==> src/logic/xmb_params.svh <==
`ifndef XMB_PARAMS_SVH
`define XMB_PARAMS_SVH
// bus register offsets and control register fields
`define XMB_REG_CTRL 4'h0
`define XMB_REG_STAT 4'h1
`define XMB_REG_RDATA 4'h2
`define XMB_CTRL_RESET 8'h00
`define XMB_BIT_DIS 7
`define XMB_WAIT_HI 5
`define XMB_WAIT_LO 4
`define XMB_WM_HI 1
`define XMB_WM_LO 0
// control port bit positions
`define XMB_CP_ALE 0
`define XMB_CP_OE 1
`define XMB_CP_WRL 2
`define XMB_CP_WRH 3
`define XMB_CP_BA0 4
`define XMB_CP_CE 5
`define XMB_CP_LB 6
`define XMB_CP_UB 7
`define XMB_FIFO_DEPTH 16
`endif

==> src/logic/xmb_pkg.sv <==
package xmb_pkg;
  typedef enum logic [1:0] {xmb_amode_mcu, xmb_amode_a12, xmb_amode_a16, xmb_amode_a20} xmb_amode_e;
  typedef enum logic [2:0] {xmb_st_idle, xmb_st_addr, xmb_st_data, xmb_st_wait, xmb_st_done}
    xmb_state_e;
endpackage

==> src/logic/xmb_fifo.sv <==
`timescale 1ns/10ps
module xmb_fifo #(
  parameter int WIDTH = 8,
  parameter int DEPTH = 16
) (
  input wire logic i_clk, // clock
  input wire logic i_rst_b, // async reset, low
  input wire logic i_in_valid, // fill valid
  output logic o_in_ready, // fill ready
  input wire logic [WIDTH-1:0] i_in_data, // fill data
  output logic o_out_valid, // drain valid
  input wire logic i_out_ready, // drain ready
  output logic [WIDTH-1:0] o_out_data // drain data
);
  localparam int AW = $clog2(DEPTH);
  logic [WIDTH-1:0] mem [DEPTH];
  logic [AW-1:0] wr_ptr;
  logic [AW-1:0] rd_ptr;
  logic [AW:0] count;
  logic push;
  logic pop;
  assign o_in_ready = (count != (AW+1)'(DEPTH));
  assign o_out_valid = (count != '0);
  assign o_out_data = mem[rd_ptr];
  assign push = i_in_valid && o_in_ready;
  assign pop = o_out_valid && i_out_ready;
  always_ff @(posedge i_clk or negedge i_rst_b)
  begin
    if (!i_rst_b)
    begin
      wr_ptr <= '0;
      rd_ptr <= '0;
      count <= '0;
    end
    else
    begin
      if (push)
        wr_ptr <= (wr_ptr == AW'(DEPTH-1)) ? '0 : wr_ptr + 1'b1;
      if (pop)
        rd_ptr <= (rd_ptr == AW'(DEPTH-1)) ? '0 : rd_ptr + 1'b1;
      count <= count + (AW+1)'(push) - (AW+1)'(pop);
    end
  end
  always_ff @(posedge i_clk)
  begin
    if (push)
      mem[wr_ptr] <= i_in_data;
  end
endmodule

==> src/logic/xmb_ctrl.sv <==
// Design decisions made here: the address-and-strobe port and the register offsets.
`timescale 1ns/10ps
`include "xmb_params.svh"
// Behaviour
// - 8/16-bit data, 12/16/20-bit address widths
// - 28 pins across four shared ports
// - lines 0-15 multiplexed, 16-19 address only
// - mux low/high ports, upper address port
// - control port bits 0-5 strobe assignment
// - byte enables on control bits 6, 7
// - control register ignores writes in mcu mode
// - disable bit clear: bus owns pins outside mcu mode
// - disable bit set: bus takes pins per access
// - disable bit clears at reset
// - wait states from wait-count field
// - write mode ignored in 8-bit width
// - wait codes 11,10,01,00 give 0..3
// - word, byte-select and byte-write modes
// - waits only when wait option enabled
module xmb_ctrl
  import xmb_pkg::*;
#(
  parameter int FIFO_DEPTH = `XMB_FIFO_DEPTH
) (
  input wire logic i_clk, // 100 MHz instruction clock
  input wire logic i_rst_b, // async reset, low
  input wire logic i_wide_data, // strap: 1 = 16-bit data
  input wire xmb_pkg::xmb_amode_e i_amode, // strap: address mode
  input wire logic i_wait_en, // strap: wait states enabled
  input wire logic [3:0] i_reg_addr, // register address
  input wire logic [7:0] i_reg_wdata, // register write data
  input wire logic i_reg_wr, // register write strobe
  input wire logic i_reg_rd, // register read strobe
  output logic [7:0] o_reg_rdata, // read data, next cycle
  input wire logic i_tbl_valid, // table op request
  output logic o_tbl_ready, // request queue has room
  input wire logic i_tbl_write, // 1 = table write
  input wire logic [20:0] i_tbl_addr, // byte address
  input wire logic [7:0] i_tbl_data, // table data latch byte
  output logic o_rd_valid, // table read data pulse
  output logic [7:0] o_rd_data, // table read byte
  input wire logic [7:0] i_low_mux_port, // low mux port pins in
  input wire logic [7:0] i_high_mux_port, // high mux port pins in
  output logic [7:0] o_low_mux_port, // low mux port out
  output logic [7:0] o_high_mux_port, // high mux port out
  output logic [3:0] o_upper_addr_port, // upper address out
  output logic [7:0] o_bus_control_port, // control strobes, low active except ALE on bit 0
  output logic o_mux_oe_b, // mux lines output enable, low
  output logic [3:0] o_bus_own, // bus owns: low, high, upper, ctrl
  output logic o_busy // access in progress
);
  import xmb_pkg::*;
  localparam int QW = 30;
  // =====================================================================
  // state
  // =====================================================================
  typedef struct packed {
    xmb_state_e st;
    logic [7:0] ctrl;
    logic [1:0] wcnt;
    logic [29:0] op;
    logic [7:0] lo_out;
    logic [7:0] hi_out;
    logic [3:0] up_out;
    logic [7:0] cport;
    logic oe_b;
    logic [3:0] own;
    logic [7:0] rbuf;
    logic rd_valid;
    logic [1:0] cap;
    logic [7:0] rdata;
    logic busy;
  } xmb_state_s;
  xmb_state_s r;
  xmb_state_s next_r;
  logic q_valid;
  logic [QW-1:0] q_data;
  logic q_pop;
  logic sel_low;
  logic [1:0] wm;
  logic [1:0] waits;
  logic [7:0] cp_idle;
  logic [7:0] mux_lo;
  logic [7:0] mux_hi;
  logic [7:0] lo_s1;
  logic [7:0] lo_s2;
  logic [7:0] hi_s1;
  logic [7:0] hi_s2;
  // =====================================================================
  // request queue
  // =====================================================================
  xmb_fifo #(.WIDTH(QW), .DEPTH(FIFO_DEPTH)) u_fifo (
    .i_clk(i_clk),
    .i_rst_b(i_rst_b),
    .i_in_valid(i_tbl_valid),
    .o_in_ready(o_tbl_ready),
    .i_in_data({i_tbl_write, i_tbl_addr, i_tbl_data}),
    .o_out_valid(q_valid),
    .i_out_ready(q_pop),
    .o_out_data(q_data)
  );
  assign q_pop = (r.st == xmb_st_idle) && q_valid && (i_amode != xmb_amode_mcu);
  // =====================================================================
  // bus sequencer
  // =====================================================================
  always_comb
  begin
    next_r = r;
    next_r.rd_valid = 1'b0;
    wm = r.ctrl[`XMB_WM_HI:`XMB_WM_LO];
    waits = i_wait_en ? ~r.ctrl[`XMB_WAIT_HI:`XMB_WAIT_LO] : 2'h0;
    sel_low = ~r.op[8];
    cp_idle = 8'hfe;
    mux_lo = r.op[7:0];
    mux_hi = r.op[7:0];
    // read byte comes from the second sync stage, two edges after strobe end
    next_r.cap = {r.cap[0], 1'b0};
    if (r.cap[1])
    begin
      next_r.rbuf = (i_wide_data && !sel_low) ? hi_s2 : lo_s2;
      next_r.rd_valid = 1'b1;
    end
    if (i_reg_wr && i_reg_addr == `XMB_REG_CTRL && i_amode != xmb_amode_mcu)
      next_r.ctrl = i_reg_wdata & 8'hb3;
    if (i_reg_rd)
      unique case (i_reg_addr)
        `XMB_REG_CTRL: next_r.rdata = r.ctrl;
        `XMB_REG_STAT: next_r.rdata = {7'h00, r.busy};
        `XMB_REG_RDATA: next_r.rdata = r.rbuf;
        default: next_r.rdata = 8'h00;
      endcase
    // outside mcu mode, pins held by bus when disable bit clear, else only during access
    next_r.own = (r.ctrl[`XMB_BIT_DIS] && r.st == xmb_st_idle && !q_pop) ? 4'h0 :
      {1'b1, i_amode == xmb_amode_a20, i_amode != xmb_amode_mcu, 1'b1};
    if (i_amode == xmb_amode_mcu)
      next_r.own = 4'h0;
    unique case (r.st)
      xmb_st_idle:
      begin
        next_r.cport = cp_idle;
        next_r.oe_b = 1'b1;
        next_r.busy = 1'b0;
        if (q_pop)
        begin
          next_r.op = q_data;
          next_r.st = xmb_st_addr;
          next_r.busy = 1'b1;
          // word address on lines in 16-bit mode, byte address in 8-bit; byte lsb on its own strobe
          next_r.lo_out = i_wide_data ? q_data[16:9] : q_data[15:8];
          next_r.hi_out = i_wide_data ? q_data[24:17] : q_data[23:16];
          next_r.up_out = i_wide_data ? q_data[28:25] : q_data[27:24];
          next_r.oe_b = 1'b0;
          next_r.cport = cp_idle;
          next_r.cport[`XMB_CP_ALE] = 1'b1;
          next_r.cport[`XMB_CP_CE] = 1'b0;
          next_r.cport[`XMB_CP_BA0] = q_data[8];
        end
      end
      xmb_st_addr:
      begin
        next_r.cport[`XMB_CP_ALE] = 1'b0;
        if (r.op[29])
        begin
          next_r.oe_b = 1'b0;
          if (!i_wide_data)
          begin
            next_r.lo_out = r.op[7:0];
            next_r.cport[`XMB_CP_WRL] = 1'b0;
          end
          else if (wm[1])
          begin
            next_r.lo_out = sel_low ? r.op[7:0] : mux_lo;
            next_r.hi_out = mux_hi;
            next_r.cport[sel_low ? `XMB_CP_WRL : `XMB_CP_WRH] = 1'b0;
          end
          else if (wm == 2'b01)
          begin
            next_r.lo_out = r.op[7:0];
            next_r.hi_out = r.op[7:0];
            next_r.cport[`XMB_CP_WRH] = 1'b0;
            next_r.cport[sel_low ? `XMB_CP_LB : `XMB_CP_UB] = 1'b0;
          end
          else
          begin
            next_r.lo_out = r.op[7:0];
            next_r.hi_out = r.op[7:0];
            next_r.cport[sel_low ? `XMB_CP_WRL : `XMB_CP_WRH] = 1'b0;
          end
        end
        else
        begin
          next_r.oe_b = 1'b1;
          next_r.cport[`XMB_CP_OE] = 1'b0;
          if (i_wide_data)
          begin
            next_r.cport[`XMB_CP_LB] = 1'b0;
            next_r.cport[`XMB_CP_UB] = 1'b0;
          end
        end
        next_r.wcnt = waits;
        next_r.st = xmb_st_data;
      end
      xmb_st_data:
      begin
        if (r.wcnt == 2'h0)
        begin
          // pins still driven at this edge, first sync stage takes them
          if (!r.op[29])
            next_r.cap[0] = 1'b1;
          next_r.cport = cp_idle;
          next_r.cport[`XMB_CP_CE] = 1'b0;
          next_r.st = xmb_st_done;
        end
        else
          next_r.wcnt = r.wcnt - 2'h1;
      end
      xmb_st_done:
      begin
        next_r.cport = cp_idle;
        next_r.oe_b = 1'b1;
        next_r.st = xmb_st_idle;
      end
      default: next_r.st = xmb_st_idle;
    endcase
  end
  always_ff @(posedge i_clk or negedge i_rst_b)
  begin
    if (!i_rst_b)
    begin
      r <= '0;
      r.st <= xmb_st_idle;
      r.ctrl <= `XMB_CTRL_RESET;
      r.cport <= 8'hfe;
      r.oe_b <= 1'b1;
      r.own <= 4'hf;
    end
    else
      r <= next_r;
  end
  // read port: pins pass two flops before use
  always_ff @(posedge i_clk or negedge i_rst_b)
  begin
    if (!i_rst_b)
    begin
      lo_s1 <= 8'h00;
      lo_s2 <= 8'h00;
      hi_s1 <= 8'h00;
      hi_s2 <= 8'h00;
    end
    else
    begin
      lo_s1 <= i_low_mux_port;
      lo_s2 <= lo_s1;
      hi_s1 <= i_high_mux_port;
      hi_s2 <= hi_s1;
    end
  end
  assign o_low_mux_port = r.lo_out;
  assign o_high_mux_port = r.hi_out;
  assign o_upper_addr_port = r.up_out;
  assign o_bus_control_port = r.cport;
  assign o_mux_oe_b = r.oe_b;
  assign o_bus_own = r.own;
  assign o_busy = r.busy;
  assign o_reg_rdata = r.rdata;
  assign o_rd_valid = r.rd_valid;
  assign o_rd_data = r.rbuf;
endmodule

==> config.mk <==
export PLATFORM = sky130hd
export DESIGN_NAME = xmb_ctrl
export DESIGN_NICKNAME = d
export VERILOG_FILES = /design/src/logic/xmb_pkg.sv /design/src/logic/xmb_fifo.sv /design/src/logic/xmb_ctrl.sv
export VERILOG_INCLUDE_DIRS = /design/src /design/src/logic
export SDC_FILE = /design/constraint.sdc
export NUM_CORES = 1
export LEC_CHECK = 0
export ABC_AREA = 0
export BUFFER_PORTS_ARGS = -buffer_cell sky130_fd_sc_hd__buf_2
export CAP_MARGIN = 0
export CORE_MARGIN = 10
export CORE_UTILIZATION = 40
export DETAILED_ROUTE_END_ITERATION = 16
export PLACE_DENSITY_LB_ADDON = 0.12
export SKIP_LAST_GASP = 1
export SYNTH_ARGS = -nofsm -noshare
export SYNTH_HDL_FRONTEND = slang
export SYNTH_SLANG_ARGS = --single-unit
==> constraint.sdc <==
create_clock -name i_clk -period 4.6 [get_ports i_clk]
set_clock_uncertainty 0.2 [all_clocks]
set_input_delay 0.23 -clock i_clk [delete_from_list [all_inputs] [get_ports i_clk]]
set_output_delay 0.23 -clock i_clk [all_outputs]
set_load 0.005 [all_outputs]
==> impl_metrics.ini, run 1 <==
[run_status]
outcome = completed

[yosys]
synthTopCellsByCount = 480 x edfxtp_1, 122 x mux4_2, 106 x dfrtp_1
synth_seq_cells = 596
synth_ff_type = edfxtp_1
synth_seq_area_share_pct = 73.6
ys_async_sr_fraction_pct = 19.5
synth_area_leaders = edfxtp_1 61%, mux4_2 12%, dfrtp_1 11%, mux2i_1 2.4%, buf_4 1.8%
ys_warn_count = 0
syn_inst = 1280
synth_edf_count = 480
synth_area_leader_cell = edfxtp_1
synthesis.nets = 1360
syn-cell-area_mm2 = 0.0235
avgSynthCellArea_um2 = 18.4
ys_types = 56
synth.top_cell.area_share_pct = 61.2
yosysMostFrequentCell = edfxtp_1

[place]
dp_hpwl_um = 34000
place_congestion = 0.781
port_buffers = 115
placed_cells = 2089

[hold_path]
hold_class = in -> reg
hold_path_depth = 3

[worst_setup_path]
path_class = reg -> reg
start_kind = register
cp.required_ns = 4.70
arrival_ns = 3.29
cp-startpoint = u_fifo.count[2]
worstRegToRegCells = 7
r2r-start = u_fifo.count[2]
endpoint = u_fifo.mem[7][29]
r2r_slack_ns = 1.40
worst-path-max-fanout = 20
reg2reg_to = u_fifo.mem[7][29]
critPathCaptureType = register

[clock_network]
cts_tree = built
postCtsSetupBuffers = 0
cts_buffer_depth = 3
cts_sinks = 596
clk_pin_slew_worst_paths_ns = 0.06
h-tree-depth = 3
cts_made_buffers = 67
clock_latency_ns = 0.59
clockRootBuffer = clkbuf_16

[floorplanning]
start_util_pct = 40.6
dieArea_mm2 = 0.0690
io_pins = 119
die_width_um = 263
die_y_um = 263
core-area_mm2 = 0.0580
row_count = 88

[global_routing]
grt_pass1_wl_um = 86700
grt_max_degree = 62
grt_pass1_vias = 12600
grt_usage_pct = 16.8
grt_overflow = 0
antenna_found_initial = 1

[sta]
setup_viol = 0
max_freq_ghz = 0.313
hold_viol_final = 0
tightest_slew_ns = 1.07
slew_headroom_pct = 28.5
fin_setup_tns_ns = 0
final.min_clock_period_ns = 3.20
drv_slew = 0
post-route-period-util_pct = 69.5
rsz0062_at_grt = no

[finish]
reg_top3 = u_fifo.mem x480, r x13
largest_register_ffs = 480
nets = 1541
top_register = u_fifo.mem
area_growth_pct = 17.1
drive_above_1_share_pct = 27.7
final_cells = 2268
antenna_cells = 0

[drt]
vias = 12200
drt.antenna.violating_nets = 0
drcViolationCount = 0
vias_per_cell = 5.39
first_pass_iters = 7
first_iter_violations = 1104
routed_wl_um = 58400
wl_per_cell_um = 25.8

[power]
powerDensity_mw_per_mm2 = 610
power_leakage_nw = 9.70
ir_worst_vdd_mv = 0.396

[job]
maxCapViolations = 0
==> cell usage in the layout, fill, tap and decap left out, drive strengths merged, types with 19 or more instances in the layout <==
master       netlist  routed
a21oi             25      25
buf               88     154
clkbuf            21      87
clkinv             1      19
dfrtp            106     106
dlygate4sd3        0      67
edfxtp           480     480
inv               31      34
mux2              20      20
mux2i             56      56
mux4             122     122
nand2             95      95
nand3             26      26
nor2              52      52
o21ai             26      26
==> power by group <==
group          internal, mW  switching [mW]  total (mW)
logic                  2.11            2.63        4.74
registers              6.58           0.568        7.15
clock network          2.89            2.04        4.93
total                  11.6            5.24        16.8
==> metal layers <==
layer  wire (µm)  up-vias  track usage [%]
met5           7        -                0
met4        1030        2             4.64
met3        3200       73             2.98
met2       27100      368             25.6
met1       27200     6450             24.4
li1            -     5324                -
==> what timing repair did <==
| action | in CTS | in global routing |
|---|---|---|
| endpoints found under the hold margin | 554 | 0 |
| endpoints found under the setup margin | 0 | 0 |
| resized for setup | 0 | 0 |
| hold buffers | 68 | 0 |
==> final cells by class <==
cell class                 count  area [µm²]
multi-input combinational    543        5540
inverter                      32         120
timing repair buffer         221        1620
clock inverter                24         170
fill                        4923       30500
clock buffer                  87        1820
tap                          765         957
sequential                   596       17300
==> worst max-delay path: stages (launching register included) <==
cell     delay, ns
dfrtp_1       0.35
inv_1         0.06
ha_1          0.21
nand4_1       0.09
and2_1        0.38
nand2_1       0.35
nor2_4        0.92
buf_4         0.33
==> per-stage QoR <==
stage	cell area [µm²]	hold WS (ns)	util, %	worst slack, ns	power, mW
after floorplan	23500	-0.266	-	0.649	10.4
after global routing	27600	0.0624	47.5	1.22	17.7
after CTS	27600	0.0175	47.5	1.39	17.1
after global placement	24900	0.0727	42.9	1.49	12.0
after detailed placement	24900	0.0718	42.9	1.41	12.0
final	27600	0.0389	47.5	1.40	16.8
==> kinds of logic (layout without fill, tap and decap cells) <==
kind of cell	after synthesis	after routing	synth area share, %
flops	596	596	73.6
simple gates	215	215	4.04
mux	198	198	15.0
buf+inv	141	364	3.36
compound gates	111	111	3.02
fa+ha+maj	13	13	0.723
xor+xnor	6	6	0.223
==> worst min path at each step <==
stage / start / endpoint / slack (ns)
2_1_floorplan: i_rst_b / hi_s1[0] / -0.27
3_3_place_gp: i_rst_b / u_fifo.count[4] / 0.07
3_5_place_dp: i_rst_b / u_fifo.count[3] / 0.07
4_1_cts: i_reg_wr / r[90] / 0.02
5_1_grt: i_reg_wr / r[85] / 0.06
6_report: i_reg_wr / r[90] / 0.04
(Power assumes the default switching activity.)
==> inputs of run 2 (changes only) <==
--- a/config.mk
+++ b/config.mk
@@ -6,7 +6,7 @@
 export SDC_FILE = /design/constraint.sdc
 export NUM_CORES = 1
 export LEC_CHECK = 0
-export ABC_AREA = 0
+export ABC_AREA = 1
 export BUFFER_PORTS_ARGS = -buffer_cell sky130_fd_sc_hd__buf_2
 export CAP_MARGIN = 0
 export CORE_MARGIN = 10
==> constraint.sdc (replaced) <==
create_clock -name i_clk -period 2.8 [get_ports i_clk]
set_clock_uncertainty 0.2 [all_clocks]
set_input_delay 0.14 -clock i_clk [delete_from_list [all_inputs] [get_ports i_clk]]
set_output_delay 0.14 -clock i_clk [all_outputs]
set_load 0.005 [all_outputs]
==> run 2 against run 1 <==
  * Core utilization up 0.22 points
  * Power up 79%
  * Count of clock-buffer cells in the layout up 7
  * Via count up 33%
  * Sequential power up 59%
  * Final cell count up 44%
  * Global-route usage up 1.4 points
  * Worst hold slack worse by 0.015 ns
==> impl_metrics.ini, run 2 <==
[sta]
final.min_clock_period_ns = 2.60
drv_slew = 0
max_freq_ghz = 0.384
hold_viol_final = 0
fin_setup_tns_ns = 0
post-route-period-util_pct = 92.9
setup_viol = 0
slew_headroom_pct = 53.1
tightest_slew_ns = 0.703
rsz0062_at_grt = no
fin_ws_ns = 0.198

[finish]
largest_register_ffs = 480
nFillCells = 5555
nets = 2453
top_register = u_fifo.mem
antenna_cells = 0
area_growth_pct = 18.5
layout_commonest_cell = edfxtp_1
reg_top3 = u_fifo.mem x480, r x13
final_cells = 3260
finish.utilization_pct = 47.7
drive_above_1_share_pct = 13.1
layout_common_cells = 480 x edfxtp_1, 474 x nand2_1, 266 x nand3_1

[worst_setup_path]
cp.required_ns = 3.07
path_class = reg -> reg
critPathCaptureType = register
start_kind = register
worst-path-max-fanout = 3
arrival_ns = 2.87

[clock_network]
clk_pin_slew_worst_paths_ns = 0.06
cts_made_buffers = 66
cts_buffer_depth = 3
clockRootBuffer = clkbuf_16
h-tree-depth = 3
clock_latency_ns = 0.60
postCtsSetupBuffers = 0
cts_tree = built
cts_sinks = 596

[yosys]
avgSynthCellArea_um2 = 11.3
syn-cell-area_mm2 = 0.0248
ys_async_sr_fraction_pct = 19.5
synth_seq_cells = 596
synthTopCellsByCount = 480 x edfxtp_1, 475 x nand2_1, 266 x nand3_1
syn_inst = 2195
yosysMostFrequentCell = edfxtp_1
ys_warn_count = 0
synth.top_cell.area_share_pct = 58.1
synth_edf_count = 480
synth_seq_area_share_pct = 69.8
synth_area_leaders = edfxtp_1 58%, dfrtp_1 11%, nand2_1 7.2%, nand3_1 5.4%, nor2_1 3.1%
synthesis.nets = 2275
synth_area_leader_cell = edfxtp_1
ys_types = 36
synth_ff_type = edfxtp_1

[place]
placed_cells = 3053
dp_hpwl_um = 38500
place_ws_ns = 0.135
port_buffers = 115
place_congestion = 0.798

[global_routing]
grt_usage_pct = 18.3
grt_pass1_vias = 16000
antenna_found_initial = 2
grt_overflow = 0
grt_max_degree = 90
grt_pass1_wl_um = 99300

[power]
ir_worst_vdd_mv = 0.669
powerDensity_mw_per_mm2 = 1020
power_leakage_nw = 11.6

[floorplanning]
core-area_mm2 = 0.0616
start_util_pct = 40.3
die_width_um = 269
die_y_um = 269
dieArea_mm2 = 0.0724
row_count = 91
io_pins = 119

[drt]
first_iter_violations = 1253
vias = 16300
routed_wl_um = 65900
drt.antenna.violating_nets = 0
wl_per_cell_um = 20.2
first_pass_iters = 5
vias_per_cell = 5.00
drcViolationCount = 0

[run_status]
outcome = completed

[job]
maxCapViolations = 0

[hold_path]
hold_class = in -> reg
-- run 2: power by group --
group / internal [mW] / leakage [nW] / switching, mW
sequential: 10.9 / 5.71 / 0.500
clock: 4.80 / 0.993 / 3.40
combinational: 3.35 / 4.94 / 7.18
-- run 2: logic make-up after synthesis --
group | synth area share, %
AOI/OAI and AO/OA | 5.50
DFF | 69.8
and+or+nand+nor | 16.3
xor gates and xnor gates | 0.212
muxes | 0.272
buffers and inverters | 7.20
adders and majority gates | 0.686
-- run 2: path summary, 6_finish.rpt --
kind | start | endpoint | slack (ns) | cells after the start
worst max register to register | u_fifo.count[3] | u_fifo.count[4] | 0.20 | 13
min in group asynchronous | i_rst_b | o_high_mux_port[6] | 0.40 | 4
worst max-delay path | u_fifo.count[3] | u_fifo.count[4] | 0.20 | 13
max in group asynchronous | i_rst_b | o_reg_rdata[2] | 1.52 | 4
worst min register to register | lo_s1[1] | lo_s2[1] | 0.14 | 0
worst min-delay path | i_high_mux_port[4] | hi_s1[4] | 0.02 | 2
-- run 2: final cells by class --
cell class	count	area, µm²	share of cell area [%]
Tap cell	837	1050	3.56
Sequential cell	596	17300	59.0
Timing Repair Buffer	269	2380	8.09
Multi-Input combinational cell	1236	5830	19.8
Clock inverter	24	131	0.447
Inverter	204	773	2.63
Clock buffer	94	1900	6.46
-- run 2: through the flow --
stage	hold slack, ns	total power, mW	instance area [µm²]
finish	0.0237	30.1	29400
floorplan	-0.356	18.4	24800
detailed placement	-0.0977	22.0	26500
global placement	-0.107	21.9	26500
CTS	0.00399	30.4	29400
global route	0.0161	32.0	29400
-- run 2: per-layer routing --
| layer | track usage, % | part of all wire [%] | up-vias | wire (µm) |
|---|---|---|---|---|
| met1 | 25.6 | 46 | 7941 | 30200 |
| met3 | 3.19 | 6.2 | 106 | 4100 |
| met5 | 0 | 0.020 | - | 13 |
| met2 | 28.4 | 46 | 465 | 30200 |
| li1 | - | - | 7792 | - |
| met4 | 6.01 | 2.2 | 2 | 1470 |
-- run 2: critical path, cell delays in order, from the launching register on --
cell,delay [ns]
dfrtp_1,0.38
inv_1,0.08
ha_1,0.16
nand4_1,0.12
nand2_2,0.12
nor2_4,0.04
ha_1,0.29
inv_1,0.05
ha_1,0.15
inv_1,0.06
fa_1,0.42
o21ai_1,0.15
a21oi_1,0.09
xor2_1,0.15
-- run 2: timing repair --
item                                    CTS  global route
endpoints found under the setup margin    0             1
hold buffers                             89             0
hold endpoints to repair                624             0
resized for setup                         0             2
